==> src/logic/adc_cfg_pkg.sv <==
// Constants and types for the converter setup and output-format logic.
// Overview of operation
// Command 01xxxxxx writes the setup register.
// Clock modes 00/01: internal clock, start pin kept.
// Modes 10/11 internal or serial clock; pin analog.
// Reference 00: internal, off after scan, wake delay.
// Reference 10: internal always on, no delay.
// Reference 01/11 external; 11 uses negative pin.
// Pair select 00/01: no data byte follows.
// Pair select 10: next byte to unipolar register.
// Pair select 11: next byte to bipolar register.
// Reset command bit set: clear FIFO only.
// Reset command bit clear: restore power-up defaults.
// After power-up all blocks stay shut down.
// Registers reset zero; setup reset gives mode 10.
// Temperature is high minus low, minus offset.
// Temperature LSB is one eighth degree.
// Output word: four zeros, 12 bits MSB first.
// Serial input sampled on rising serial clock.
// Serial output changes on falling serial clock.
// Start from pin in 00/01, command in 10/11.
// Unipolar straight binary, bipolar two's complement.
// Unipolar bit 7 pair 0/1, bit 0 14/15.
// Bipolar bit 7 pair 0/1, bit 0 14/15.
// Pair set in both registers is unipolar.
// Host holds select 16 clocks on pair writes.
// Command with MSB set is conversion write.
// Command 0001xxxx is reset; bit 3 is control.
package adc_cfg_pkg;
  localparam logic [7:0] SETUP_RESET = 8'h20;
  localparam logic [7:0] PAIR_RESET = 8'h00;
  localparam int CLK_HI_BIT = 5;
  localparam int CLK_LO_BIT = 4;
  localparam int REF_HI_BIT = 3;
  localparam int REF_LO_BIT = 2;
  localparam int PAIR_HI_BIT = 1;
  localparam int PAIR_LO_BIT = 0;
  localparam int RESET_CTRL_BIT = 3;
  localparam logic [1:0] SEL_PREFIX_SETUP = 2'h1;
  localparam logic [3:0] SEL_PREFIX_RESET = 4'h1;
  localparam logic [1:0] CLK_MODE_INT = 2'h0;
  localparam logic [1:0] CLK_MODE_PIN = 2'h1;
  localparam logic [1:0] CLK_MODE_AUTO = 2'h2;
  localparam logic [1:0] CLK_MODE_SER = 2'h3;
  localparam logic [1:0] REF_INT_AUTO = 2'h0;
  localparam logic [1:0] REF_EXT_SE = 2'h1;
  localparam logic [1:0] REF_INT_ON = 2'h2;
  localparam logic [1:0] REF_EXT_DIFF = 2'h3;
  localparam logic [1:0] PAIR_SEL_UNI = 2'h2;
  localparam logic [1:0] PAIR_SEL_BI = 2'h3;
  localparam int BYTE_BITS = 8;
  localparam int WORD_BITS = 16;
  localparam int RESULT_BITS = 12;
  localparam logic [3:0] LEAD_ZEROS = 4'h0;
  localparam logic [11:0] KELVIN_OFFSET = 12'h888;
  localparam int TEMP_FRAC_BITS = 3;
  typedef enum logic [1:0] {CMD_IDLE, CMD_PAIR_UNI, CMD_PAIR_BI} cmd_state_t;
endpackage : adc_cfg_pkg

==> src/logic/adc_setup_and_pair_config.sv <==
// Serial command decode, configuration registers and output word shifter.
`timescale 1ns/100ps
module adc_setup_and_pair_config (
  // Clock and reset.
  input wire logic clk_in,
  input wire logic rst_in,
  // Serial port pins.
  input wire logic chip_select_n_in,
  input wire logic serial_clk_in,
  input wire logic serial_data_in,
  output logic serial_data_out,
  // Convert-start pin.
  input wire logic convert_start_n_in,
  // Result sources.
  input wire logic result_valid_in,
  input wire logic [11:0] result_in,
  input wire logic [3:0] result_pair_in,
  input wire logic result_is_temp_in,
  input wire logic [11:0] temp_high_bias_in,
  input wire logic [11:0] temp_low_bias_in,
  input wire logic scan_done_in,
  // Configuration and control outputs.
  output logic [7:0] setup_config_out,
  output logic [7:0] unipolar_pair_out,
  output logic [7:0] bipolar_pair_out,
  output logic [7:0] pair_bipolar_out,
  output logic internal_clock_out,
  output logic pin_is_start_out,
  output logic ref_internal_out,
  output logic ref_powered_out,
  output logic ref_wake_needed_out,
  output logic neg_ref_pin_out,
  output logic convert_request_out,
  output logic [7:0] conversion_cmd_out,
  output logic fifo_clear_out,
  output logic blocks_awake_out
);
  logic cs_n;
  logic sclk_rise;
  logic sclk_fall;
  logic din_s;
  logic cnv_fall;
  logic [7:0] setup_config_q;
  logic [7:0] unipolar_pair_config_q;
  logic [7:0] bipolar_pair_config_q;
  logic [7:0] shift_in_q;
  logic [2:0] bit_cnt_q;
  logic byte_done;
  logic [7:0] rx_byte;
  adc_cfg_pkg::cmd_state_t cmd_state_q;
  logic soft_reset;
  logic [15:0] tx_word_q;
  logic [15:0] out_shift_q;
  logic serial_data_q;
  logic convert_request_q;
  logic [7:0] conversion_cmd_q;
  logic fifo_clear_q;
  logic awake_q;
  logic ref_on_q;
  logic [1:0] clk_mode;
  logic [1:0] ref_mode;
  logic [11:0] temp_celsius;
  logic [11:0] word_value;

  edge_sync #(.IDLE_LEVEL(1'b1)) u_cs (
    .clk_in(clk_in), .rst_in(rst_in), .pin_in(chip_select_n_in),
    .level_out(cs_n), .rise_out(), .fall_out()
  );
  edge_sync #(.IDLE_LEVEL(1'b1)) u_sclk (
    .clk_in(clk_in), .rst_in(rst_in), .pin_in(serial_clk_in),
    .level_out(), .rise_out(sclk_rise), .fall_out(sclk_fall)
  );
  edge_sync u_din (
    .clk_in(clk_in), .rst_in(rst_in), .pin_in(serial_data_in),
    .level_out(din_s), .rise_out(), .fall_out()
  );
  edge_sync #(.IDLE_LEVEL(1'b1)) u_cnv (
    .clk_in(clk_in), .rst_in(rst_in), .pin_in(convert_start_n_in),
    .level_out(), .rise_out(), .fall_out(cnv_fall)
  );

  assign clk_mode = setup_config_q[adc_cfg_pkg::CLK_HI_BIT:adc_cfg_pkg::CLK_LO_BIT];
  assign ref_mode = setup_config_q[adc_cfg_pkg::REF_HI_BIT:adc_cfg_pkg::REF_LO_BIT];

  // Input shift register samples data on serial clock rising edges.
  always_ff @(posedge clk_in or posedge rst_in) begin
    if (rst_in) begin
      shift_in_q <= 8'h00;
      bit_cnt_q <= 3'h0;
    end else if (cs_n) begin
      bit_cnt_q <= 3'h0;
    end else if (sclk_rise) begin
      shift_in_q <= {shift_in_q[6:0], din_s};
      bit_cnt_q <= bit_cnt_q + 3'h1;
    end
  end

  assign byte_done = !cs_n && sclk_rise && (bit_cnt_q == 3'h7);
  assign rx_byte = {shift_in_q[6:0], din_s};
  assign soft_reset = byte_done && (cmd_state_q == adc_cfg_pkg::CMD_IDLE) &&
      (rx_byte[7:4] == adc_cfg_pkg::SEL_PREFIX_RESET) &&
      !rx_byte[adc_cfg_pkg::RESET_CTRL_BIT];

  // Command decoder and configuration registers.
  always_ff @(posedge clk_in or posedge rst_in) begin
    if (rst_in) begin
      setup_config_q <= adc_cfg_pkg::SETUP_RESET;
      unipolar_pair_config_q <= adc_cfg_pkg::PAIR_RESET;
      bipolar_pair_config_q <= adc_cfg_pkg::PAIR_RESET;
      cmd_state_q <= adc_cfg_pkg::CMD_IDLE;
    end else if (soft_reset) begin
      setup_config_q <= adc_cfg_pkg::SETUP_RESET;
      unipolar_pair_config_q <= adc_cfg_pkg::PAIR_RESET;
      bipolar_pair_config_q <= adc_cfg_pkg::PAIR_RESET;
      cmd_state_q <= adc_cfg_pkg::CMD_IDLE;
    end else if (byte_done) begin
      unique case (cmd_state_q)
        adc_cfg_pkg::CMD_IDLE: begin
          if (!rx_byte[7] && rx_byte[6:6] == adc_cfg_pkg::SEL_PREFIX_SETUP[0:0]) begin
            setup_config_q <= rx_byte;
            if (rx_byte[1:0] == adc_cfg_pkg::PAIR_SEL_UNI) begin
              cmd_state_q <= adc_cfg_pkg::CMD_PAIR_UNI;
            end else if (rx_byte[1:0] == adc_cfg_pkg::PAIR_SEL_BI) begin
              cmd_state_q <= adc_cfg_pkg::CMD_PAIR_BI;
            end else begin
              cmd_state_q <= adc_cfg_pkg::CMD_IDLE;
            end
          end
        end
        adc_cfg_pkg::CMD_PAIR_UNI: begin
          unipolar_pair_config_q <= rx_byte;
          cmd_state_q <= adc_cfg_pkg::CMD_IDLE;
        end
        adc_cfg_pkg::CMD_PAIR_BI: begin
          bipolar_pair_config_q <= rx_byte;
          cmd_state_q <= adc_cfg_pkg::CMD_IDLE;
        end
        default: cmd_state_q <= adc_cfg_pkg::CMD_IDLE;
      endcase
    end
  end

  // Conversion requests and FIFO clear pulses.
  always_ff @(posedge clk_in or posedge rst_in) begin
    if (rst_in) begin
      convert_request_q <= 1'b0;
      conversion_cmd_q <= 8'h00;
      fifo_clear_q <= 1'b0;
    end else begin
      convert_request_q <= 1'b0;
      fifo_clear_q <= 1'b0;
      if (byte_done && cmd_state_q == adc_cfg_pkg::CMD_IDLE) begin
        if (rx_byte[7]) begin
          conversion_cmd_q <= rx_byte;
          convert_request_q <= clk_mode[1];
        end else if (rx_byte[7:4] == adc_cfg_pkg::SEL_PREFIX_RESET) begin
          fifo_clear_q <= 1'b1;
          if (!rx_byte[adc_cfg_pkg::RESET_CTRL_BIT]) begin
            conversion_cmd_q <= 8'h00;
          end
        end
      end else if (cnv_fall && !clk_mode[1]) begin
        convert_request_q <= 1'b1;
      end
    end
  end

  // Power state: asleep after reset until a conversion is requested.
  always_ff @(posedge clk_in or posedge rst_in) begin
    if (rst_in) begin
      awake_q <= 1'b0;
      ref_on_q <= 1'b0;
    end else if (soft_reset) begin
      awake_q <= 1'b0;
      ref_on_q <= 1'b0;
    end else begin
      if (convert_request_q) begin
        awake_q <= 1'b1;
      end else if (scan_done_in) begin
        awake_q <= 1'b0;
      end
      if (ref_mode[0]) begin
        ref_on_q <= 1'b0;
      end else if (ref_mode == adc_cfg_pkg::REF_INT_ON || convert_request_q) begin
        ref_on_q <= 1'b1;
      end else if (scan_done_in) begin
        ref_on_q <= 1'b0;
      end
    end
  end

  // Temperature: high bias minus low bias minus Kelvin offset, LSB 1/8 degree.
  assign temp_celsius = temp_high_bias_in - temp_low_bias_in - adc_cfg_pkg::KELVIN_OFFSET;

  // Bipolar if marked bipolar and not unipolar; unipolar wins.
  assign pair_bipolar_out = bipolar_pair_config_q & ~unipolar_pair_config_q;

  always_comb begin
    if (result_is_temp_in) begin
      word_value = temp_celsius;
    end else if (pair_bipolar_out[3'h7 - result_pair_in[3:1]]) begin
      word_value = result_in ^ 12'h800;
    end else begin
      word_value = result_in;
    end
  end

  // Output word loader and shifter.
  always_ff @(posedge clk_in or posedge rst_in) begin
    if (rst_in) begin
      tx_word_q <= 16'h0000;
      out_shift_q <= 16'h0000;
      serial_data_q <= 1'b0;
    end else begin
      if (result_valid_in) begin
        tx_word_q <= {adc_cfg_pkg::LEAD_ZEROS, word_value};
      end
      if (cs_n) begin
        out_shift_q <= tx_word_q;
        serial_data_q <= 1'b0;
      end else if (sclk_fall) begin
        serial_data_q <= out_shift_q[15];
        out_shift_q <= {out_shift_q[14:0], 1'b0};
      end
    end
  end

  assign setup_config_out = setup_config_q;
  assign unipolar_pair_out = unipolar_pair_config_q;
  assign bipolar_pair_out = bipolar_pair_config_q;
  assign internal_clock_out = (clk_mode != adc_cfg_pkg::CLK_MODE_SER);
  assign pin_is_start_out = !clk_mode[1];
  assign ref_internal_out = !ref_mode[0];
  assign ref_powered_out = ref_on_q;
  assign ref_wake_needed_out = (ref_mode == adc_cfg_pkg::REF_INT_AUTO) && !ref_on_q;
  assign neg_ref_pin_out = (ref_mode == adc_cfg_pkg::REF_EXT_DIFF);
  assign convert_request_out = convert_request_q;
  assign conversion_cmd_out = conversion_cmd_q;
  assign fifo_clear_out = fifo_clear_q;
  assign blocks_awake_out = awake_q;
  assign serial_data_out = serial_data_q;

  // Checks of command decode, power state and output word.
  setup_write_a: assert property (@(posedge clk_in) disable iff (rst_in)
      byte_done && cmd_state_q == adc_cfg_pkg::CMD_IDLE && rx_byte[7:6] == 2'h1 && !soft_reset
      |=> setup_config_q == $past(rx_byte))
    else $error("setup byte not stored");
  uni_write_a: assert property (@(posedge clk_in) disable iff (rst_in)
      byte_done && cmd_state_q == adc_cfg_pkg::CMD_PAIR_UNI
      |=> unipolar_pair_config_q == $past(rx_byte))
    else $error("unipolar byte not stored");
  bi_write_a: assert property (@(posedge clk_in) disable iff (rst_in)
      byte_done && cmd_state_q == adc_cfg_pkg::CMD_PAIR_BI
      |=> bipolar_pair_config_q == $past(rx_byte))
    else $error("bipolar byte not stored");
  pair_hold_a: assert property (@(posedge clk_in) disable iff (rst_in)
      cmd_state_q == adc_cfg_pkg::CMD_IDLE && !soft_reset
      |=> $stable(unipolar_pair_config_q) && $stable(bipolar_pair_config_q))
    else $error("pair register changed without data byte");
  soft_reset_a: assert property (@(posedge clk_in) disable iff (rst_in)
      soft_reset |=> setup_config_q == adc_cfg_pkg::SETUP_RESET && !awake_q && !ref_on_q &&
      unipolar_pair_config_q == adc_cfg_pkg::PAIR_RESET &&
      bipolar_pair_config_q == adc_cfg_pkg::PAIR_RESET)
    else $error("soft reset did not restore defaults");
  boot_state_a: assert property (@(posedge clk_in) disable iff (rst_in)
      $fell(rst_in)
      |-> setup_config_q == adc_cfg_pkg::SETUP_RESET && !awake_q && !ref_on_q &&
      unipolar_pair_config_q == adc_cfg_pkg::PAIR_RESET &&
      bipolar_pair_config_q == adc_cfg_pkg::PAIR_RESET)
    else $error("power-up state wrong");
  fifo_clr_a: assert property (@(posedge clk_in) disable iff (rst_in)
      byte_done && cmd_state_q == adc_cfg_pkg::CMD_IDLE && rx_byte[7:3] == 5'h03
      |=> fifo_clear_q && $stable(setup_config_q))
    else $error("fifo clear command misbehaved");
  reset_cmd_a: assert property (@(posedge clk_in) disable iff (rst_in)
      byte_done && cmd_state_q == adc_cfg_pkg::CMD_IDLE &&
      rx_byte[7:4] == adc_cfg_pkg::SEL_PREFIX_RESET
      |=> fifo_clear_q)
    else $error("reset command not decoded");
  conv_cmd_a: assert property (@(posedge clk_in) disable iff (rst_in)
      byte_done && cmd_state_q == adc_cfg_pkg::CMD_IDLE && rx_byte[7]
      |=> conversion_cmd_q == $past(rx_byte) && $stable(setup_config_q))
    else $error("conversion byte not decoded");
  serial_req_a: assert property (@(posedge clk_in) disable iff (rst_in)
      byte_done && cmd_state_q == adc_cfg_pkg::CMD_IDLE && rx_byte[7] && clk_mode[1]
      |=> convert_request_q)
    else $error("conversion byte did not start a scan");
  pin_ignored_a: assert property (@(posedge clk_in) disable iff (rst_in)
      clk_mode[1] && !(byte_done && cmd_state_q == adc_cfg_pkg::CMD_IDLE && rx_byte[7])
      |=> !convert_request_q)
    else $error("start pin acted in serial start mode");
  dout_edge_a: assert property (@(posedge clk_in) disable iff (rst_in)
      !sclk_fall && !cs_n ##1 !cs_n
      |-> $stable(serial_data_q))
    else $error("output changed off falling edge");
  data_in_a: assert property (@(posedge clk_in) disable iff (rst_in)
      !cs_n && sclk_rise
      |=> shift_in_q[0] == $past(din_s))
    else $error("input bit not taken on rising edge");
  pin_start_a: assert property (@(posedge clk_in) disable iff (rst_in)
      cnv_fall && !clk_mode[1] && !byte_done
      |=> convert_request_q)
    else $error("start pin ignored");
  awake_req_a: assert property (@(posedge clk_in) disable iff (rst_in)
      convert_request_q && !soft_reset
      |=> awake_q)
    else $error("blocks not woken by request");
  uni_wins_a: assert property (@(posedge clk_in) disable iff (rst_in)
      result_valid_in && !result_is_temp_in && unipolar_pair_config_q[3'h7 - result_pair_in[3:1]]
      |=> tx_word_q[11:0] == $past(result_in))
    else $error("unipolar pair not output as straight binary");
  bipolar_word_a: assert property (@(posedge clk_in) disable iff (rst_in)
      result_valid_in && !result_is_temp_in && pair_bipolar_out[3'h7 - result_pair_in[3:1]]
      |=> tx_word_q[11:0] == ($past(result_in) ^ 12'h800))
    else $error("bipolar pair not output as two's complement");
  temp_word_a: assert property (@(posedge clk_in) disable iff (rst_in)
      result_valid_in && result_is_temp_in
      |=> tx_word_q[11:0] ==
      $past(temp_high_bias_in) - $past(temp_low_bias_in) - adc_cfg_pkg::KELVIN_OFFSET)
    else $error("temperature word wrong");
  word_lead_a: assert property (@(posedge clk_in) disable iff (rst_in)
      result_valid_in
      |=> tx_word_q[15:12] == adc_cfg_pkg::LEAD_ZEROS)
    else $error("output word lacks leading zeros");
  ref_on_a: assert property (@(posedge clk_in) disable iff (rst_in)
      ref_mode == adc_cfg_pkg::REF_INT_ON && !soft_reset
      |=> ref_on_q && !ref_wake_needed_out)
    else $error("reference not kept on");
  ref_off_a: assert property (@(posedge clk_in) disable iff (rst_in)
      ref_mode[0]
      |=> !ref_on_q)
    else $error("internal reference on in external mode");
  wake_delay_a: assert property (@(posedge clk_in) disable iff (rst_in)
      scan_done_in && !convert_request_q && ref_mode == adc_cfg_pkg::REF_INT_AUTO
      |=> !ref_on_q && !awake_q)
    else $error("reference not shut down after scan");

  setup_seen_c: cover property (@(posedge clk_in) disable iff (rst_in)
      byte_done && rx_byte[7:6] == 2'h1);
  uni_seen_c: cover property (@(posedge clk_in) disable iff (rst_in)
      byte_done && cmd_state_q == adc_cfg_pkg::CMD_PAIR_UNI);
  bi_seen_c: cover property (@(posedge clk_in) disable iff (rst_in)
      byte_done && cmd_state_q == adc_cfg_pkg::CMD_PAIR_BI);
  reset_seen_c: cover property (@(posedge clk_in) disable iff (rst_in) soft_reset);
  temp_seen_c: cover property (@(posedge clk_in) disable iff (rst_in)
      result_valid_in && result_is_temp_in);
endmodule : adc_setup_and_pair_config

==> src/logic/edge_sync.sv <==
// Two-flop synchroniser with edge detection for one external pin.
`timescale 1ns/100ps
module edge_sync #(
  parameter logic IDLE_LEVEL = 1'b0
) (
  // Clock and reset.
  input wire logic clk_in,
  input wire logic rst_in,
  // Pin and outputs.
  input wire logic pin_in,
  output logic level_out,
  output logic rise_out,
  output logic fall_out
);
  logic meta_q;
  logic sync_q;
  logic prev_q;

  always_ff @(posedge clk_in or posedge rst_in) begin
    if (rst_in) begin
      meta_q <= IDLE_LEVEL;
      sync_q <= IDLE_LEVEL;
      prev_q <= IDLE_LEVEL;
    end else begin
      meta_q <= pin_in;
      sync_q <= meta_q;
      prev_q <= sync_q;
    end
  end

  assign level_out = sync_q;
  assign rise_out = sync_q & ~prev_q;
  assign fall_out = ~sync_q & prev_q;
endmodule : edge_sync

==> config.mk <==
export PLATFORM = sky130hd
export DESIGN_NAME = adc_setup_and_pair_config
export DESIGN_NICKNAME = d
export VERILOG_FILES = /design/src/logic/adc_cfg_pkg.sv /design/src/logic/adc_setup_and_pair_config.sv /design/src/logic/edge_sync.sv
export SDC_FILE = /design/constraint.sdc
export NUM_CORES = 1
export LEC_CHECK = 0
export ABC_CLOCK_PERIOD_IN_PS = 3240
export BUFFER_PORTS_ARGS = -buffer_cell sky130_fd_sc_hd__buf_2
export CAP_MARGIN = 20
export CORE_MARGIN = 2
export CORE_UTILIZATION = 38
export DETAILED_ROUTE_END_ITERATION = 7
export PLACE_DENSITY = 0.66
export SETUP_SLACK_MARGIN = 0.2
export SYNTH_ARGS = -nofsm -noshare
export SYNTH_HDL_FRONTEND = slang
export SYNTH_SLANG_ARGS = --single-unit
==> constraint.sdc <==
create_clock -name clk_in -period 3.24 [get_ports clk_in]
set_input_delay 0.162 -clock clk_in [delete_from_list [all_inputs] [get_ports clk_in]]
set_output_delay 0.162 -clock clk_in [all_outputs]
set_load 0.05 [all_outputs]
* Word-level counts from Yosys, hierarchy flattened
Index checks and enable logic that the tools add are counted.
Storage, ports and cells: logic and storage cells 124, input bits 49, output and inout port bits 50, flip-flop bits (word level) 87
Operators by class: eq/ne operators 11, reduce and logical (&&, ||, !) cells 33, add/sub/neg operators 4, $lt $le $gt $ge 1, bitwise logic cells 10, multiplexer cells 41
Operators by type and width (count):
- $mux 8 | 13
- $mux 16 | 2
- $mux 12 | 2
- $reduce_bool 2->1 | 8
- $mux 1 | 15
- $mux 2 | 6
- $sub 12x12->12 | 1
- $sub 12x12->12 const B | 1
- $eq 2x2->1 const B | 5
- $and 8x8->8 | 1
- $logic_and 1x1->1 | 8
- $not 8->8 | 1
- $reduce_and 2->1 | 4
- $logic_not 1->1 | 6
- $mux 3 | 2
- $reduce_and 3->1 | 2
- $not 1->1 | 5
- $eq 4x1->1 const B | 1
- $logic_not 2->1 | 2
- $lt 3x4->1 const B | 1
- $reduce_bool 4->1 | 1
- $add 3x1->3 const B | 1
- $and 1x1->1 | 3
- $bmux 1 s3 | 1
- other kinds (8) | 8

* Depth between registers and ports, before layout
depth in word-level cells 9, gate-level depth with buffers 12, depth with buffers taken out 12

* By module
A second synthesis with hierarchy kept.
Second synthesis, totals: cell total of the unflattened synthesis 428, area total of the unflattened synthesis 4430.5 um^2
By module, submodules not included:
- adc_setup_and_pair_config | times used 1, cells an instance 404, seq. area each 1928.1 um^2, area each 4043.9 um^2
- edge_sync (u_cnv ...) | times used 3, cells an instance 6, seq. area each 78.8 um^2, area each 97.6 um^2
- edge_sync (u_din) | times used 1, cells an instance 6, seq. area each 75.1 um^2, area each 93.8 um^2

* Worst setup path before layout
OpenSTA, ideal clock, no wires.
kind register -> register, start point reg bipolar_pair_config_q[1] (netlist: bipolar_pair_out[1]), end point reg tx_word_q[11], stages on the path, launching flop included 7, data required time 3.089 ns, clock period less this slack 2.433 ns, path buffers 0, arrival 2.282 ns, library setup time 0.151 ns, path slack 0.807 ns, cell sequence dfrtp_1 nor2b_1 mux4_2 xnor2_1 mux2i_1 o21ai_0 a41oi_1
Between the ends: cells in the longest elaborated chain, start to end 5
Ends and longest elaborated chain:
- start, declared | line adc_setup_and_pair_config.sv:45 | logic [7:0] bipolar_pair_config_q;
- start signal, assigned | line adc_setup_and_pair_config.sv:109 | bipolar_pair_config_q <= adc_cfg_pkg::PAIR_RESET;
- start signal, assigned | line adc_setup_and_pair_config.sv:114 | bipolar_pair_config_q <= adc_cfg_pkg::PAIR_RESET;
- start signal, assigned | line adc_setup_and_pair_config.sv:135 | bipolar_pair_config_q <= rx_byte;
- $and 8x8->8 | line adc_setup_and_pair_config.sv:196 | assign pair_bipolar_out = bipolar_pair_config_q & ~unipolar_pair_config_q;
- named net pair_bipolar_out[1] | line adc_setup_and_pair_config.sv:26 | output logic [7:0] pair_bipolar_out,
- $bmux 1 s3 | line adc_setup_and_pair_config.sv:201 | end else if (pair_bipolar_out[3'h7 - result_pair_in[3:1]]) begin
- $mux 1 (not written as such) | line adc_setup_and_pair_config.sv:201
- $mux 12 | line adc_setup_and_pair_config.sv:201
- $mux 12 | line adc_setup_and_pair_config.sv:199 | if (result_is_temp_in) begin
- end signal, assigned | line adc_setup_and_pair_config.sv:216 | tx_word_q <= {adc_cfg_pkg::LEAD_ZEROS, word_value};
- end, declared | line adc_setup_and_pair_config.sv:52 | logic [15:0] tx_word_q;
The timed path passes the listed nets, and every way through them passes these cells. The select of a mux whose other input is x is not followed. A chain may end at the register's enable or synchronous reset.

* Worst setup path in the final report
start point reg u_cs.sync_q (netlist: u_cs.level_out), end point reg bipolar_pair_config_q[3] (netlist: bipolar_pair_out[3])
Between the ends: cells in the longest elaborated chain, start to end 8, elaborated cells between the ends (all ways) 10, those cells by class 1 x mux; 9 x reduce/logical
Ends and longest elaborated chain:
- start, declared | line edge_sync.sv:16 | logic sync_q;
- start signal, assigned | line edge_sync.sv:26 | sync_q <= meta_q;
- $logic_not 1->1 * | line adc_setup_and_pair_config.sv:98 | assign byte_done = !cs_n && sclk_rise && (bit_cnt_q == 3'h7);
- $logic_and 1x1->1 * (2 in series) | line adc_setup_and_pair_config.sv:98
- $logic_and 1x1->1 (2 in series) | line adc_setup_and_pair_config.sv:100 | assign soft_reset = byte_done && (cmd_state_q == adc_cfg_pkg::CMD_IDLE) &&
- $logic_and 1x1->1 | line adc_setup_and_pair_config.sv:101 | (rx_byte[7:4] == adc_cfg_pkg::SEL_PREFIX_RESET) &&
- $reduce_bool 2->1 (no line)
- $reduce_and 2->1 (no line)
Every way passes the cells marked *; elsewhere a longest branch is shown, timed or not.

==> results.tsv <==
stage	metric	value	unit
synth	Post-synth top flop	dfrtp_1	
floorplan	DIE WIDTH	110.6	um
critical_path	Arr. time, crit path	2530	ps
critical_path	critical path endpoint category	flop	
global_route	GR Layer Usage met1	18.46	%
clock_tree	clk sinks	87	
critical_path	required time worst endpoint	3460	ps
finish	diode count	0	
floorplan	Core ar.	10940	um2
synth	post-synth top area share	45.24	%
timing	final hold vios	0	
floorplan	Rows	38	
finish	fillers	1045	
synth	Cell variety after synth	52	
run	max-cap viol count	0	
timing	Slew @ Worst Pin	698.3	ps
floorplan	boundary pin count	99	
timing	fin crit period	2310	ps
timing	fin crit share	71.31	%
routing	# DRC	0	
placed_design	# port buffers	97	
clock_tree	Clk pin slew, worst setup/hold paths	60	ps
finish	Final Core Density	48.50	%
clock_tree	CTS tree	done	
clock_tree	worst-skew pair later-pin latency	330	ps
clock_tree	Hold Buf Count CTS	4	
synth	async set-reset flop share out of synthesis	100.0	%
critical_path	crit path kind	flop to flop	
timing	Setup violations, final	0	
critical_path	Worst Setup SP	u_cs.level_out	
critical_path	CP max FO	34	
synth	ranking of synthesized cells by area	dfrtp_1, ha_1, nand2_1, dfstp_2, mux2i_1	
timing	Max Slew Vio Count	0	
placed_design	Post-DP HPWL	6472	um
floorplan	initial core utilization	39.45	%
finish	commonest non-fill, non-tap cell in the layout	buf_2	
global_route	grt ovf	0	
critical_path	worst reg2reg endpoint	bipolar_pair_out[3]	
clock_tree	H-tree Lvls	3	
clock_tree	clk buf depth	2	
critical_path	r2r setup slk	930	ps
power_and_ir_drop	Pleak	2.681	nW
timing	RSZ-0062 raised after global routing	false	
hold_path	hold crit path type	input port to flop	
synth	Mapped Area	4314	um2
global_route	GRT met2 Usage	24.42	%
timing	f_max	432.8	MHz
floorplan	DIE AREA	12220	um2
finish	Finished Layout Cells	670	
synth	area leader, netlist	dfrtp_1	
routing	routed len/inst	13.01	um
run_status	outcome	complete, no violations	
clock_tree	Num CTS Buffers	9	
clock_tree	post-CTS setup buffer count	0	
global_route	vias in the first global route	3368	
synth	Synth Register Bits	87	
clock_tree	root buf cell	clkbuf_16	
finish	Final #Nets	598	
global_route	initial antenna violation count	0	
global_route	met3 Use GR	4.171	%
finish	area delta synth->final	22.94	%
routing	first drt pass iteration count	4	
synth	syn nets	497	
global_route	grt peak-use layer	met2	
routing	DRT iter0 DRCs	98	
clock_tree	cells resized by post-CTS repair	0	
critical_path	Worst Setup EP	bipolar_pair_out[3]	
routing	via count	3361	
floorplan	DIE HEIGHT	110.6	um
placed_design	DP Cell Count	648	
power_and_ir_drop	peak supply drop	270.0	uV
power_and_ir_drop	total power	2.741	mW
timing	Relative slew margins	53.35	%
synth	Synth Warn #	0	
synth	Cells after Synth	424	
synth	Post-synth EDFFs	0	
global_route	first-pass GRT wire length	15130	um
placed_design	GP Congestion	0.8080	
finish	commonest non-fill, non-tap cells in the layout	buf_2, dfrtp_1, nand2_1	
critical_path	startpoint types	flop	
timing	final setup TNS	0	ps
timing	Clock Skews	7.069	ps
global_route	largest net degree at the start of global routing	59	
finish	layout cells sized above 1	27.36	%
critical_path	depth of the worst register-to-register path	5	
routing	Antenna Nets Post-Route	0	
critical_path	Reg2Reg Launch Point	u_cs.level_out	
global_route	all-layer global routing usage	14.75	%
synth	sequential share of the synthesized area	50.73	%
synth	syn avg cell area	10.17	um2
routing	Vias per Instance	5.016	
power_and_ir_drop	Power per Cell Area	516.8	nW/um2
routing	routed wire length	8717	um
==> cells in the mapped netlist, drive strengths merged (2+ instances only) <==
library cell  instances
dfstp                 9
xnor2                 7
o21a                  2
a22o                  4
buf                   6
mux2                 10
a21oi                20
nand2                66
clkbuf               11
inv                  35
ha                   23
a31oi                 4
or3                   2
a211oi                4
nor3                  5
a32o                  2
o21ai                43
a21o                  6
and2                  3
nor2b                16
a41oi                 2
nor4                  3
dfrtp                78
nand2b                7
mux2i                15
nor2                 24
mux4                  2
o311ai                2
==> cell type report <==
class | count | area (um2) | share of cell area (%)
multi-input cells | 285 | 1917 | 36.14
clock inverters | 7 | 80.08 | 1.510
repair buffers | 107 | 585.6 | 11.04
clock buffers | 9 | 225.2 | 4.246
inverters | 35 | 132.6 | 2.501
well taps | 140 | 175.2 | 3.303
flip-flops and latches | 87 | 2188 | 41.26
==> metrics by stage <==
stage | cell area (um2) | setup slack [ps] | hold WS (ps)
after floorplan | 4314 | 807.1 | 166.5
after global placement | 4928 | 886.1 | 267.1
after detailed placement | 4928 | 843.2 | 268.2
after CTS | 5274 | 915.5 | 53.55
after global routing | 5304 | 764.6 | 97.99
final | 5304 | 929.7 | 90.29
==> how the worst min path moves through the flow <==
stage,start,end,depth (start not counted)
2_1_floorplan,convert_start_n_in,u_cnv.meta_q,0
3_3_place_gp,chip_select_n_in,u_cs.meta_q,1
3_5_place_dp,chip_select_n_in,u_cs.meta_q,1
4_1_cts,rst_in,conversion_cmd_out[4],2
5_1_grt,result_in[7],tx_word_q[7],3
6_report,result_in[7],tx_word_q[7],3
==> worst max-delay path, cell delays in order, from the launching register on <==
cell and delay, ps:
dfstp_2 880, nand4bb_4 280, nor4_2 70, nand3b_1 170, a21o_1 420, mux2_1 360
==> cell families after synthesis <==
group | after synthesis | share of synthesized area (%)
simple gates | 129 | 14.59
fa+ha+maj | 24 | 7.135
flops | 87 | 50.73
buf+inv | 52 | 4.843
xor+xnor | 8 | 1.624
compound gates | 97 | 13.78
mux | 27 | 7.308
==> metal layers <==
metal | wire (um) | vias to the layer above
met5 | 0 | -
met4 | 188 | 0
met3 | 446 | 18
met2 | 4262 | 88
met1 | 3819 | 1608
li1 | - | 1647
==> power breakdown <==
group / total (mW) / switching [mW] / internal (mW)
combinational: 0.418 / 0.231 / 0.187
clock: 1.04 / 0.432 / 0.608
sequential: 1.28 / 0.0980 / 1.19
total: 2.74 / 0.761 / 1.98
==> flip-flops by register name, summed over array words and instances, names as in the netlist, 2 cells and up <==
register,count
cmd_state_q,2
bit_cnt_q,3
out_shift_q,16
unipolar_pair_out,8
bipolar_pair_out,8
setup_config_out,8
shift_in_q,7
conversion_cmd_out,8
tx_word_q,12
Power figures use the tool's default switching activity.
